## src/common/sgsc_defs.vh

```
/*
 Timing counts, analog widths and state encodings for the spindle gear stage
 sequencer. Assumes a 250 MHz scan clock; delay parameters arrive as counts of
 one millisecond ticks.
*/
`ifndef SGSC_DEFS_VH
`define SGSC_DEFS_VH
`define SGSC_CLK_MHZ 250
`define SGSC_TICK_US 1000
// One millisecond of the 250 MHz scan clock, sized to the prescaler width.
`define SGSC_TICK_CYCLES 18'h3d090
`define SGSC_TICK_W 18
`define SGSC_TIME_W 16
`define SGSC_ANA_W 12
`define SGSC_ANA_MAX 12'hfff
`define SGSC_ST_IDLE 3'h0
`define SGSC_ST_DLY1 3'h1
`define SGSC_ST_WAIT 3'h2
`define SGSC_ST_DLY2 3'h3
`define SGSC_ST_SWEX 3'h4
`define SGSC_ST_SWDL 3'h5
`endif

```

## src/hdl/sgsc_gear_stage_ctrl.v

```verilog
/*
 Spindle gear stage sequencer: automatic gear shift with timed delays and an
 in-position wait, plus switching-mode gear commands driving four gear outputs.
 Assumes every command is a one-cycle pulse synchronous to clock_in, and that
 the gearbox drives one in-position input per stage. Delay inputs count ticks
 of TICK_CYCLES clocks; a count of zero ends after one cycle.
*/
// Summary of operation
// Auto shift runs only when enabled
// Shift only if requested gear differs
// Shift start outputs shift speed value
// After delay one, swap gear outputs
// Wait for requested stage in-position input
// Alarm when in-position check time expires
// After delay two output new gear speed
// Auto shift only under analog control
// Select while auto disabled raises alarm
// Select bit chooses analog or switching
// Estop bit may block speed codes
// Switching outputs idle after power-on
// Switching command latches matching output only
// Cancel command clears all gear outputs
// At most one gear output active
// Switching uses exec time and delay
// Hold bit keeps output after shift
// Gearbox returns one in-position per stage
// Speed scaled by active stage maximum
// Current gear register updated on completion
`timescale 1ns/1ps
`include "sgsc_defs.vh"
module sgsc_gear_stage_ctrl #(
    parameter [`SGSC_TICK_W-1:0] TICK_CYCLES = `SGSC_TICK_CYCLES
) (
    input wire clock_in,
    input wire resetn_in,
    input wire auto_shift_enable_in,
    input wire gear_output_hold_in,
    input wire speed_control_select_in,
    input wire estop_speed_code_block_in,
    input wire estop_in,
    input wire auto_gear_select_1_in,
    input wire auto_gear_select_2_in,
    input wire auto_gear_select_3_in,
    input wire auto_gear_select_4_in,
    input wire switch_gear_cmd_1_in,
    input wire switch_gear_cmd_2_in,
    input wire switch_gear_cmd_3_in,
    input wire switch_gear_cmd_4_in,
    input wire switch_gear_cancel_cmd_in,
    input wire speed_code_in,
    input wire [`SGSC_ANA_W-1:0] speed_request_in,
    input wire gear_in_position_1_in,
    input wire gear_in_position_2_in,
    input wire gear_in_position_3_in,
    input wire gear_in_position_4_in,
    input wire [`SGSC_ANA_W-1:0] shift_speed_value_in,
    input wire [`SGSC_TIME_W-1:0] shift_delay_one_in,
    input wire [`SGSC_TIME_W-1:0] shift_delay_two_in,
    input wire [`SGSC_TIME_W-1:0] shift_check_timeout_in,
    input wire [`SGSC_TIME_W-1:0] speed_code_exec_time_in,
    input wire [`SGSC_TIME_W-1:0] switch_gear_delay_in,
    input wire [`SGSC_ANA_W-1:0] gear_stage_out_1_max_speed_in,
    input wire [`SGSC_ANA_W-1:0] gear_stage_out_2_max_speed_in,
    input wire [`SGSC_ANA_W-1:0] gear_stage_out_3_max_speed_in,
    input wire [`SGSC_ANA_W-1:0] gear_stage_out_4_max_speed_in,
    output reg gear_stage_out_1,
    output reg gear_stage_out_2,
    output reg gear_stage_out_3,
    output reg gear_stage_out_4,
    output reg [`SGSC_ANA_W-1:0] analog_speed_out,
    output reg [2:0] current_gear_out,
    output reg shift_busy_out,
    output reg shift_timeout_alarm_out,
    output reg shift_disabled_alarm_out,
    output reg speed_code_done_out
);

    reg [2:0] state_r;
    reg [2:0] state_nxt;
    reg [3:0] gear_r;
    reg [3:0] gear_nxt;
    reg [2:0] target_r;
    reg [2:0] target_nxt;
    reg [`SGSC_TICK_W-1:0] tick_cnt_r;
    reg [`SGSC_TIME_W-1:0] time_cnt_r;
    reg [`SGSC_TIME_W-1:0] time_cnt_nxt;
    reg [`SGSC_ANA_W-1:0] ana_nxt;
    reg [2:0] cur_nxt;
    reg tmo_nxt;
    reg dis_nxt;
    reg done_nxt;

    wire tick = (tick_cnt_r == TICK_CYCLES - 1'b1);
    // Delay counters park at zero; every timed state tests this one expiry flag.
    wire time_up = (time_cnt_r == {`SGSC_TIME_W{1'b0}});
    wire [3:0] auto_sel = {auto_gear_select_4_in, auto_gear_select_3_in,
                           auto_gear_select_2_in, auto_gear_select_1_in};
    wire [3:0] sw_sel = {switch_gear_cmd_4_in, switch_gear_cmd_3_in,
                         switch_gear_cmd_2_in, switch_gear_cmd_1_in};
    wire [3:0] in_pos = {gear_in_position_4_in, gear_in_position_3_in,
                         gear_in_position_2_in, gear_in_position_1_in};
    // estop code block
    wire codes_ok = !(estop_in && estop_speed_code_block_in);

    // Lowest set bit wins, so two simultaneous commands cannot light two outputs.
    function [2:0] sgsc_pick;
        input [3:0] sel;
        begin
            if (sel[0]) begin
                sgsc_pick = 3'h1;
            end else if (sel[1]) begin
                sgsc_pick = 3'h2;
            end else if (sel[2]) begin
                sgsc_pick = 3'h3;
            end else if (sel[3]) begin
                sgsc_pick = 3'h4;
            end else begin
                sgsc_pick = 3'h0;
            end
        end
    endfunction

    // one-hot decode
    function [3:0] sgsc_onehot;
        input [2:0] g;
        begin
            case (g)
                3'h1: sgsc_onehot = 4'h1;
                3'h2: sgsc_onehot = 4'h2;
                3'h3: sgsc_onehot = 4'h4;
                3'h4: sgsc_onehot = 4'h8;
                default: sgsc_onehot = 4'h0;
            endcase
        end
    endfunction

    // With no stage engaged the request passes through against full range.
    function [`SGSC_ANA_W-1:0] sgsc_gmax;
        input [2:0] g;
        begin
            case (g)
                3'h1: sgsc_gmax = gear_stage_out_1_max_speed_in;
                3'h2: sgsc_gmax = gear_stage_out_2_max_speed_in;
                3'h3: sgsc_gmax = gear_stage_out_3_max_speed_in;
                3'h4: sgsc_gmax = gear_stage_out_4_max_speed_in;
                default: sgsc_gmax = `SGSC_ANA_MAX;
            endcase
        end
    endfunction

    // scale by stage
    // Saturates at full scale once the request reaches the stage maximum; a zero maximum gives zero.
    function [`SGSC_ANA_W-1:0] sgsc_scale;
        input [`SGSC_ANA_W-1:0] req;
        input [`SGSC_ANA_W-1:0] gmax;
        reg [2*`SGSC_ANA_W-1:0] prod;
        reg [2*`SGSC_ANA_W-1:0] quo;
        begin
            prod = req * `SGSC_ANA_MAX;
            quo = {2*`SGSC_ANA_W{1'b0}};
            if (gmax == {`SGSC_ANA_W{1'b0}}) begin
                sgsc_scale = {`SGSC_ANA_W{1'b0}};
            end else if (req >= gmax) begin
                sgsc_scale = `SGSC_ANA_MAX;
            end else begin
                quo = prod / gmax;
                sgsc_scale = quo[`SGSC_ANA_W-1:0];
            end
        end
    endfunction

    wire [2:0] auto_pick = sgsc_pick(auto_sel);
    wire [2:0] sw_pick = sgsc_pick(sw_sel);

    // Millisecond tick prescaler keeps the delay counters narrow.
    // It runs free, so a delay of N ticks lasts N-1 to N ticks plus one cycle.
    always @(posedge clock_in) begin
        if (!resetn_in || tick) begin
            tick_cnt_r <= {`SGSC_TICK_W{1'b0}};
        end else begin
            tick_cnt_r <= tick_cnt_r + 1'b1;
        end
    end

    always @* begin
        state_nxt = state_r;
        gear_nxt = gear_r;
        target_nxt = target_r;
        time_cnt_nxt = time_cnt_r;
        ana_nxt = analog_speed_out;
        cur_nxt = current_gear_out;
        tmo_nxt = shift_timeout_alarm_out;
        dis_nxt = 1'b0;
        done_nxt = 1'b0;
        if (tick && !time_up) begin
            time_cnt_nxt = time_cnt_r - 1'b1;
        end
        // Commands that arrive while busy are dropped, not queued.
        case (state_r)
            `SGSC_ST_IDLE: begin
                // mode select
                if (speed_control_select_in) begin
                    // A speed code in analog idle rescales against the stage now engaged.
                    if (speed_code_in && codes_ok) begin
                        ana_nxt = sgsc_scale(speed_request_in, sgsc_gmax(current_gear_out));
                    end
                    if (auto_pick != 3'h0 && codes_ok) begin
                        // auto enable gate
                        // analog mode only
                        if (!auto_shift_enable_in) begin
                            // disabled select alarm
                            dis_nxt = 1'b1;
                        // compare stage
                        end else if (auto_pick == current_gear_out) begin
                            // Same stage: report done at once and leave the outputs alone.
                            done_nxt = 1'b1;
                        end else begin
                            // shift speed out
                            ana_nxt = shift_speed_value_in;
                            target_nxt = auto_pick;
                            // A new shift clears a time-out alarm left by the last one.
                            tmo_nxt = 1'b0;
                            time_cnt_nxt = shift_delay_one_in;
                            state_nxt = `SGSC_ST_DLY1;
                        end
                    end
                end else if (codes_ok) begin
                    if (switch_gear_cancel_cmd_in) begin
                        // cancel all
                        // The gearbox is left where it is; the stage requests and the current gear record drop.
                        gear_nxt = 4'h0;
                        cur_nxt = 3'h0;
                        done_nxt = 1'b1;
                    end else if (sw_pick != 3'h0 || speed_code_in) begin
                        // switching timing
                        // A speed code alone runs the same timing with no target, so no output moves.
                        target_nxt = sw_pick;
                        time_cnt_nxt = switch_gear_delay_in;
                        state_nxt = `SGSC_ST_SWDL;
                    end
                end
            end
            `SGSC_ST_DLY1: begin
                if (time_up) begin
                    // swap outputs
                    // The old stage drops one cycle before the new one rises, so the
                    // gearbox never sees two stages requested at once.
                    if (gear_r != 4'h0) begin
                        gear_nxt = 4'h0;
                    end else begin
                        gear_nxt = sgsc_onehot(target_r);
                        time_cnt_nxt = shift_check_timeout_in;
                        state_nxt = `SGSC_ST_WAIT;
                    end
                end
            end
            `SGSC_ST_WAIT: begin
                // wait in-position
                // The wait has no end of its own; only an in-position input leaves it.
                // per-stage input
                if ((in_pos & sgsc_onehot(target_r)) != 4'h0) begin
                    cur_nxt = target_r;
                    time_cnt_nxt = shift_delay_two_in;
                    state_nxt = `SGSC_ST_DLY2;
                end else if (time_up) begin
                    // timeout alarm
                    // The alarm does not abort the shift; a late in-position still completes it.
                    tmo_nxt = 1'b1;
                end
            end
            `SGSC_ST_DLY2: begin
                if (time_up) begin
                    // final speed
                    ana_nxt = sgsc_scale(speed_request_in, sgsc_gmax(target_r));
                    // hold output
                    // The current gear stays recorded even when the output is released.
                    if (!gear_output_hold_in) begin
                        gear_nxt = 4'h0;
                    end
                    done_nxt = 1'b1;
                    state_nxt = `SGSC_ST_IDLE;
                end
            end
            `SGSC_ST_SWDL: begin
                if (time_up) begin
                    if (target_r != 3'h0) begin
                        // latch one output
                        gear_nxt = sgsc_onehot(target_r);
                        // current gear update
                        cur_nxt = target_r;
                    end
                    time_cnt_nxt = speed_code_exec_time_in;
                    state_nxt = `SGSC_ST_SWEX;
                end
            end
            `SGSC_ST_SWEX: begin
                if (time_up) begin
                    done_nxt = 1'b1;
                    state_nxt = `SGSC_ST_IDLE;
                end
            end
            default: begin
                state_nxt = `SGSC_ST_IDLE;
            end
        endcase
    end

    always @(posedge clock_in) begin
        if (!resetn_in) begin
            state_r <= `SGSC_ST_IDLE;
            // outputs idle at reset
            gear_r <= 4'h0;
            target_r <= 3'h0;
            time_cnt_r <= {`SGSC_TIME_W{1'b0}};
            analog_speed_out <= {`SGSC_ANA_W{1'b0}};
            current_gear_out <= 3'h0;
            shift_timeout_alarm_out <= 1'b0;
            shift_disabled_alarm_out <= 1'b0;
            speed_code_done_out <= 1'b0;
            shift_busy_out <= 1'b0;
            gear_stage_out_1 <= 1'b0;
            gear_stage_out_2 <= 1'b0;
            gear_stage_out_3 <= 1'b0;
            gear_stage_out_4 <= 1'b0;
        end else begin
            // Every port is loaded from its next value, so outputs come straight from flip-flops.
            state_r <= state_nxt;
            gear_r <= gear_nxt;
            target_r <= target_nxt;
            time_cnt_r <= time_cnt_nxt;
            analog_speed_out <= ana_nxt;
            current_gear_out <= cur_nxt;
            shift_timeout_alarm_out <= tmo_nxt;
            shift_disabled_alarm_out <= dis_nxt;
            speed_code_done_out <= done_nxt;
            // Busy follows the next state, so a command can be taken in the same cycle that done is high.
            shift_busy_out <= (state_nxt != `SGSC_ST_IDLE);
            gear_stage_out_1 <= gear_nxt[0];
            gear_stage_out_2 <= gear_nxt[1];
            gear_stage_out_3 <= gear_nxt[2];
            gear_stage_out_4 <= gear_nxt[3];
        end
    end

endmodule

```

## config.mk

```make
export PLATFORM = sky130hd
export DESIGN_NAME = sgsc_gear_stage_ctrl
export DESIGN_NICKNAME = d
export VERILOG_FILES = /design/src/hdl/sgsc_gear_stage_ctrl.v
export VERILOG_INCLUDE_DIRS = /design/src /design/src/common
export SDC_FILE = /design/constraint.sdc
export NUM_CORES = 2
export LEC_CHECK = 0
export ABC_CLOCK_PERIOD_IN_PS = 78800
export BUFFER_PORTS_ARGS = -buffer_cell sky130_fd_sc_hd__buf_2
export CAP_MARGIN = 15
export CORE_MARGIN = 2
export CORE_UTILIZATION = 55
export DETAILED_ROUTE_END_ITERATION = 8
export PLACE_DENSITY = 0.73
export SYNTH_ARGS = -nofsm -noshare
export SYNTH_HDL_FRONTEND = slang
export SYNTH_SLANG_ARGS = --single-unit
```

## constraint.sdc

```tcl
create_clock -name clock_in -period 78.8 [get_ports clock_in]
set_input_delay 3.94 -clock clock_in [delete_from_list [all_inputs] [get_ports clock_in]]
set_output_delay 3.94 -clock clock_in [all_outputs]
set_load 0.05 [all_outputs]
```

After elaboration in Yosys (flattened, before gate mapping)
Index checks and enable logic that the tools add are counted.
{ "classes": {"add_sub_neg": 2, "mul": 1, "n_div": 2, "magnitude_cmp": 2, "eq_ne": 33, "mux": 94, "bitwise_logic": 1, "reduce_logical": 29} }
{ "op_table": {"columns": ["op", "n"], "rows": [
  ["2-to-1 mux 16 bit", 12],
  ["2-to-1 mux 12 bit", 15],
  ["2-to-1 mux 3 bit", 33],
  ["one-hot mux 12 bit (4 select lines)", 2],
  ["one-hot mux 16 bit (4 select lines)", 1],
  ["divider 24 x 12 -> 24 bit", 2],
  ["2-to-1 mux 4 bit", 10],
  ["inequality test 2 bit, second input constant", 17],
  ["one-hot mux 4 bit (4 select lines)", 2],
  [">= comparator 12 bit", 2],
  ["zero test 12 bit", 2],
  ["multiplier 12 x 12 -> 24 bit, second input constant", 1],
  ["one-hot mux 12 bit (2 select lines)", 1],
  ["AND reduction 7 bit", 3],
  ["adder 18 x 1 -> 18 bit, second input constant", 1],
  ["equality test 18 bit, second input constant", 1],
  ["equality test 3 x 2 -> 1 bit, second input constant", 6],
  ["zero test 16 bit", 1],
  ["subtractor 16 x 1 -> 16 bit, second input constant", 1],
  ["one-hot mux 3 bit (5 select lines)", 1],
  ["nonzero test 3 bit", 5],
  ["2-to-1 mux 1 bit", 14],
  ["equality test 3 bit, second input constant", 4],
  ["equality test 3 x 1 -> 1 bit, second input constant", 3],
  ["other kinds (14)", 24]
]} }
{ "totals": {"register_bits": 67, "in_bits": 173, "output_inout_bits": 23, "wordCells": 179} }

Logic depth before layout (Yosys ltp)
{ "depth": {"ltp_word": 15, "ltp_mapped": 338, "mapped_depth_nobuf": 316} }

Worst setup path before layout
No wires, ideal clock.
{ "synth_path": {"path_kind": "input port to flip-flop", "startpoint": "in speed_request_in[5]", "endpoint": "reg analog_speed_out[0]", "setup_ns": 0.129, "arrival_time_ns": 67.238, "required_ns": 78.671, "path_slack_ns": 11.432, "cell_stages": 317, "path_buffers": 24, "cell_sequence": "fa_1 -> fa_1 -> inv_1 -> fa_1 -> inv_1 -> fa_1 -> inv_1 -> fa_1 -> inv_1 -> ha_1 -> clkbuf_1 -> a21o_1 -> o211ai_1 -> a31oi_1 -> xnor2_1 -> ha_1 -> and3_1 -> nor2_1 -> (+281 left out) -> a21oi_1 -> nor2b_1 -> o21ai_0 -> nand2b_1 -> a21oi_1 -> nor2b_1 -> o21ai_0 -> nand2b_1 -> a21oi_1 -> nor2b_1 -> o21ai_0 -> nand3_1 -> a211oi_1 -> o311ai_0 -> nor2_1 -> nand3_1 -> nor4b_2 -> o21ai_1"} }
{ "synth_between": {"elab_chain_cells": 10, "elab_cells_between_ends": 16, "classes_between": "mul (1); div (2); order compare (2); mux (11)"} }
{ "synth_lines": {"columns": ["item", "line_no", "text"], "rows": [
  ["start: declaration", "sgsc_gear_stage_ctrl.v:51", "input wire [`SGSC_ANA_W-1:0] speed_request_in,"],
  ["multiplier 12 x 12 -> 24 bit (no source line)", null, null],
  ["divider 24 x 12 -> 24 bit", "sgsc_gear_stage_ctrl.v:166", "quo = prod / gmax;"],
  ["2-to-1 mux 12 bit", "sgsc_gear_stage_ctrl.v:163", "end else if (req >= gmax) begin"],
  ["2-to-1 mux 12 bit", "sgsc_gear_stage_ctrl.v:161", "if (gmax == {`SGSC_ANA_W{1'b0}}) begin"],
  ["2-to-1 mux 12 bit", "sgsc_gear_stage_ctrl.v:204", "if (speed_code_in && codes_ok) begin"],
  ["2-to-1 mux 12 bit", "sgsc_gear_stage_ctrl.v:214", "end else if (auto_pick == current_gear_out) begin"],
  ["2-to-1 mux 12 bit", "sgsc_gear_stage_ctrl.v:210", "if (!auto_shift_enable_in) begin"],
  ["2-to-1 mux 12 bit", "sgsc_gear_stage_ctrl.v:207", "if (auto_pick != 3'h0 && codes_ok) begin"],
  ["2-to-1 mux 12 bit", "sgsc_gear_stage_ctrl.v:202", "if (speed_control_select_in) begin"],
  ["one-hot mux 12 bit (2 select lines) (*)", "sgsc_gear_stage_ctrl.v:199", "case (state_r)"],
  ["end signal: assignment", "sgsc_gear_stage_ctrl.v:315", "analog_speed_out <= {`SGSC_ANA_W{1'b0}};"],
  ["end signal: assignment", "sgsc_gear_stage_ctrl.v:331", "analog_speed_out <= ana_nxt;"],
  ["end: declaration", "sgsc_gear_stage_ctrl.v:70", "output reg [`SGSC_ANA_W-1:0] analog_speed_out,"]
]} }
Mark *: on every way between the ends. The rest lies on a longest branch, timed or not. The select of a mux whose other input is x is not followed.
A chain may end at the register's enable or synchronous reset.

Final worst setup path
{ "layout_path": {"startpoint": "in speed_request_in[8]", "endpoint": "reg analog_speed_out[0]"} }
The elaborated chain is that of the path after synthesis.

==> metrics.md <==
| Metric | Value |
|---|---|
| Worst slew pin tran | `1130 ps` |
| Fin crit share | `93.4%` |
| Arrival time worst endpoint | `73,810 ps` |
| CTS root buffer | `clkbuf_16` |
| Core Area | `0.0604 mm^2` |
| Synth Area in Adders | `23.8%` |
| Drt first pass iters | `8` |
| Worst reg2reg path depth | `296` |
| Chip height | `251 um` |
| Compound-gate portion of the synthesized area | `about a third` |
| Worst-path fanout max | `24` |
| Initial antenna violation count | `7` |
| I/O Pins | `196` |
| Async set or reset register ratio after synthesis | `0%` |
| Vias in the first global route | `33,007` |
| Row count | `90` |
| Hold Crit Class | `reg2reg` |
| Average vias per placed instance | `approximately 6.5` |
| Crit path launch type | `primary input` |
| Max incr delay on CP | `approximately 630 ps` |
| Initial detailed-routing violation count | `just under 3,000` |
| Fillers | `5,792` |
| Rel. slew slack | `22.6%` |
| Max cap viols | `0` |
| Register area | `0.00126 mm^2` |
| Final ANT Viol Nets | `0` |
| Via count | `35,990` |
| Routed WL per cell | `18.5 um` |
| WP buf/inv | `15` |
| Syn nets | `5,417` |
| Share of cells above drive strength 1 | `11.0%` |
| Synth Flop Type | `dfxtp_1` |
| Syn Std Cell Area | `0.0335 mm^2` |
| Worst Clk Skew | `11.3 ps` |
| Hold Path Stages | `1` |
| Largest family of logic cells by synthesized area | `compound AO/OA/AOI/OAI gates` |
| Fin cells | `5,559` |
| #FFs+latches synth | `63` |
| All-Layer GR Usage | `31.4%` |
| Syn_area_per_cell | `7.21 um^2` |
| Largest net degree at the start of global routing | `47` |
| Count of final max-slew check failures | `0` |
| P&R area growth vs syn | `6.50%` |
| Multi-input logic area | `0.0310 mm^2` |
| Clock transition at path regs | `60 ps` |
| Fin nets | `5,537` |
| H-tree depth | `3` |
| Die width | `251 um` |
| Total gr overflow | `0` |
| CTS tree | `built` |
| Die Area | `0.0630 mm^2` |
| Worst-Skew Late Latency | `between 300 and 400 ps` |
| CTS buffer count | `9` |
| Xor/xnor share of the synthesized area | `5.35%` |
| Crit Path Class | `in2reg` |
| Setup TNS | `0 ps` |
| Final wirelength | `around 100,000 um` |
| Gpl congestion | `0.993` |
| DPL Wire Length | `84,800 um` |
| DRC | `0` |
| Post-synthesis sequential area ratio | `3.76%` |
| Setup Viol. Count Final | `0` |
| Critical path's top delay family | `compound AO/OA/AOI/OAI gates` |
| Max Freq | `13.6 MHz` |
| Final core utilization | `59.2%` |
| Most Frequent Cell on Critical Path | `o21a_1` |
| Post-CTS Hold Fix Bufs | `0` |
| Netlist cell types | `~130` |
| Commonest non-fill, non-tap cell in the layout | `ha_1` |
| Critical path required time | `79,040 ps` |
| CP max stage cell | `fa_1` |
| Simple-gate portion of the synthesized area | `25.5%` |
| Clock sink total | `63` |
| Period minus WS final | `73,570 ps` |
| Clk buf depth | `2` |
| Global-route wire length before repair | `approximately 170,000 um` |
| DP Area | `approximately 0.035 mm^2` |
| Synth Warn # | `0` |
| Mux contribution to synthesized area | `5.17%` |
| Port Buffers | `195` |
| Crit. End Element | `flip-flop` |
| Stages on worst setup path | `307` |
| Post-route cell area | `0.0357 mm^2` |
| Status | `complete, no violations` |
| Number of synthesized flops with an enable pin | `0` |
| Post-placement cell count | `5,540` |
| Most frequent cells in the layout | `ha_1 (524), nand2_1 (418), nor2_1 (406)` |
| Starting Density | `55.6%` |
| Fin. Hold Viols | `0` |
| Synthesized instance count | `4,650` |
## sequential cells by signal, indices dropped and copies added (netlist names), named ones only
register	count
time_cnt_r	16
target_r	3
current_gear_out	3
analog_speed_out	12
state_r	3
tick_cnt_r	18
shift_disabled_alarm_out	1
shift_busy_out	1
speed_code_done_out	1
shift_timeout_alarm_out	1
## stage by stage
step	hold slack, ps	setup slack (ps)
after floorplan	418	11430
after global placement	431	5450
after detailed placement	438	4890
after CTS	451	5020
after global routing	481	-20.5
final	449	5230
## Yosys cell counts (92+ instances only)
cell | number | area (um^2)
o21ai_0 | 209 | 1050
nor3_1 | 274 | 1370
a21oi_1 | 319 | 1600
mux2_2 | 92 | 1040
ha_1 | 524 | 6560
clkbuf_1 | 106 | 398
xnor2_1 | 132 | 1160
nand2_1 | 420 | 1580
nor2_1 | 412 | 1550
nand3_1 | 94 | 470
a21o_1 | 98 | 736
o31ai_1 | 152 | 1140
inv_1 | 215 | 807
o21a_1 | 248 | 1860
## path summary, 6_finish.rpt
path,to,slack [ps],from
worst max-delay path,analog_speed_out[0],5230,speed_request_in[8]
worst max register to register,analog_speed_out[0],10810,target_r[2]
worst min register to register,tick_cnt_r[0],450,tick_cnt_r[0]
worst min-delay path,tick_cnt_r[0],450,tick_cnt_r[0]
## timing repair
action	CTS	global route
setup buffers	0	0
endpoints found under the setup margin	0	1
resized for setup	0	8
## kinds of logic (layout without fill, tap and decap cells)
group / count (synthesis) / after routing
AOI/OAI and AO/OA: 1546 / 1546
muxes: 159 / 159
adders and majority gates: 595 / 595
other: 0 / 2
xor gates and xnor gates: 205 / 205
DFF: 63 / 63
buffers and inverters: 362 / 487
and+or+nand+nor: 1720 / 1720
## layer usage
layer  share of wire, %  GRT usage [%]  up-vias  wire length (um)
li1                   -              -    17865                 -
met1                 47           44.2    16760             48500
met2                 44           50.7     1207             44900
met3                6.7           3.30      148              6920
met4                2.5           8.55       10              2580
met5              0.050              0        -                52
## layout make-up
type                            instances  area share, %
Timing Repair Buffer                  253           3.96
Tap cell                              782           2.74
Inverter                              218           2.29
Sequential cell                        63           3.53
Antenna cell                            2         0.0140
Multi-Input combinational cell       4225           86.7
Clock buffer                            9          0.631
Clock inverter                          7          0.154
## worst reg2reg max path: cells and delay by family, from the launching register on
kind	cells	cell delay (ps)
compound gates	166	36170
simple gates	89	20350
fa+ha+maj	23	6960
buf+inv	12	2360
mux	6	1740
flops	1	330
Power is left out: the tool's default activity adds up to more than one toggle a clock period on the data nets, which glitch-free logic cannot reach.
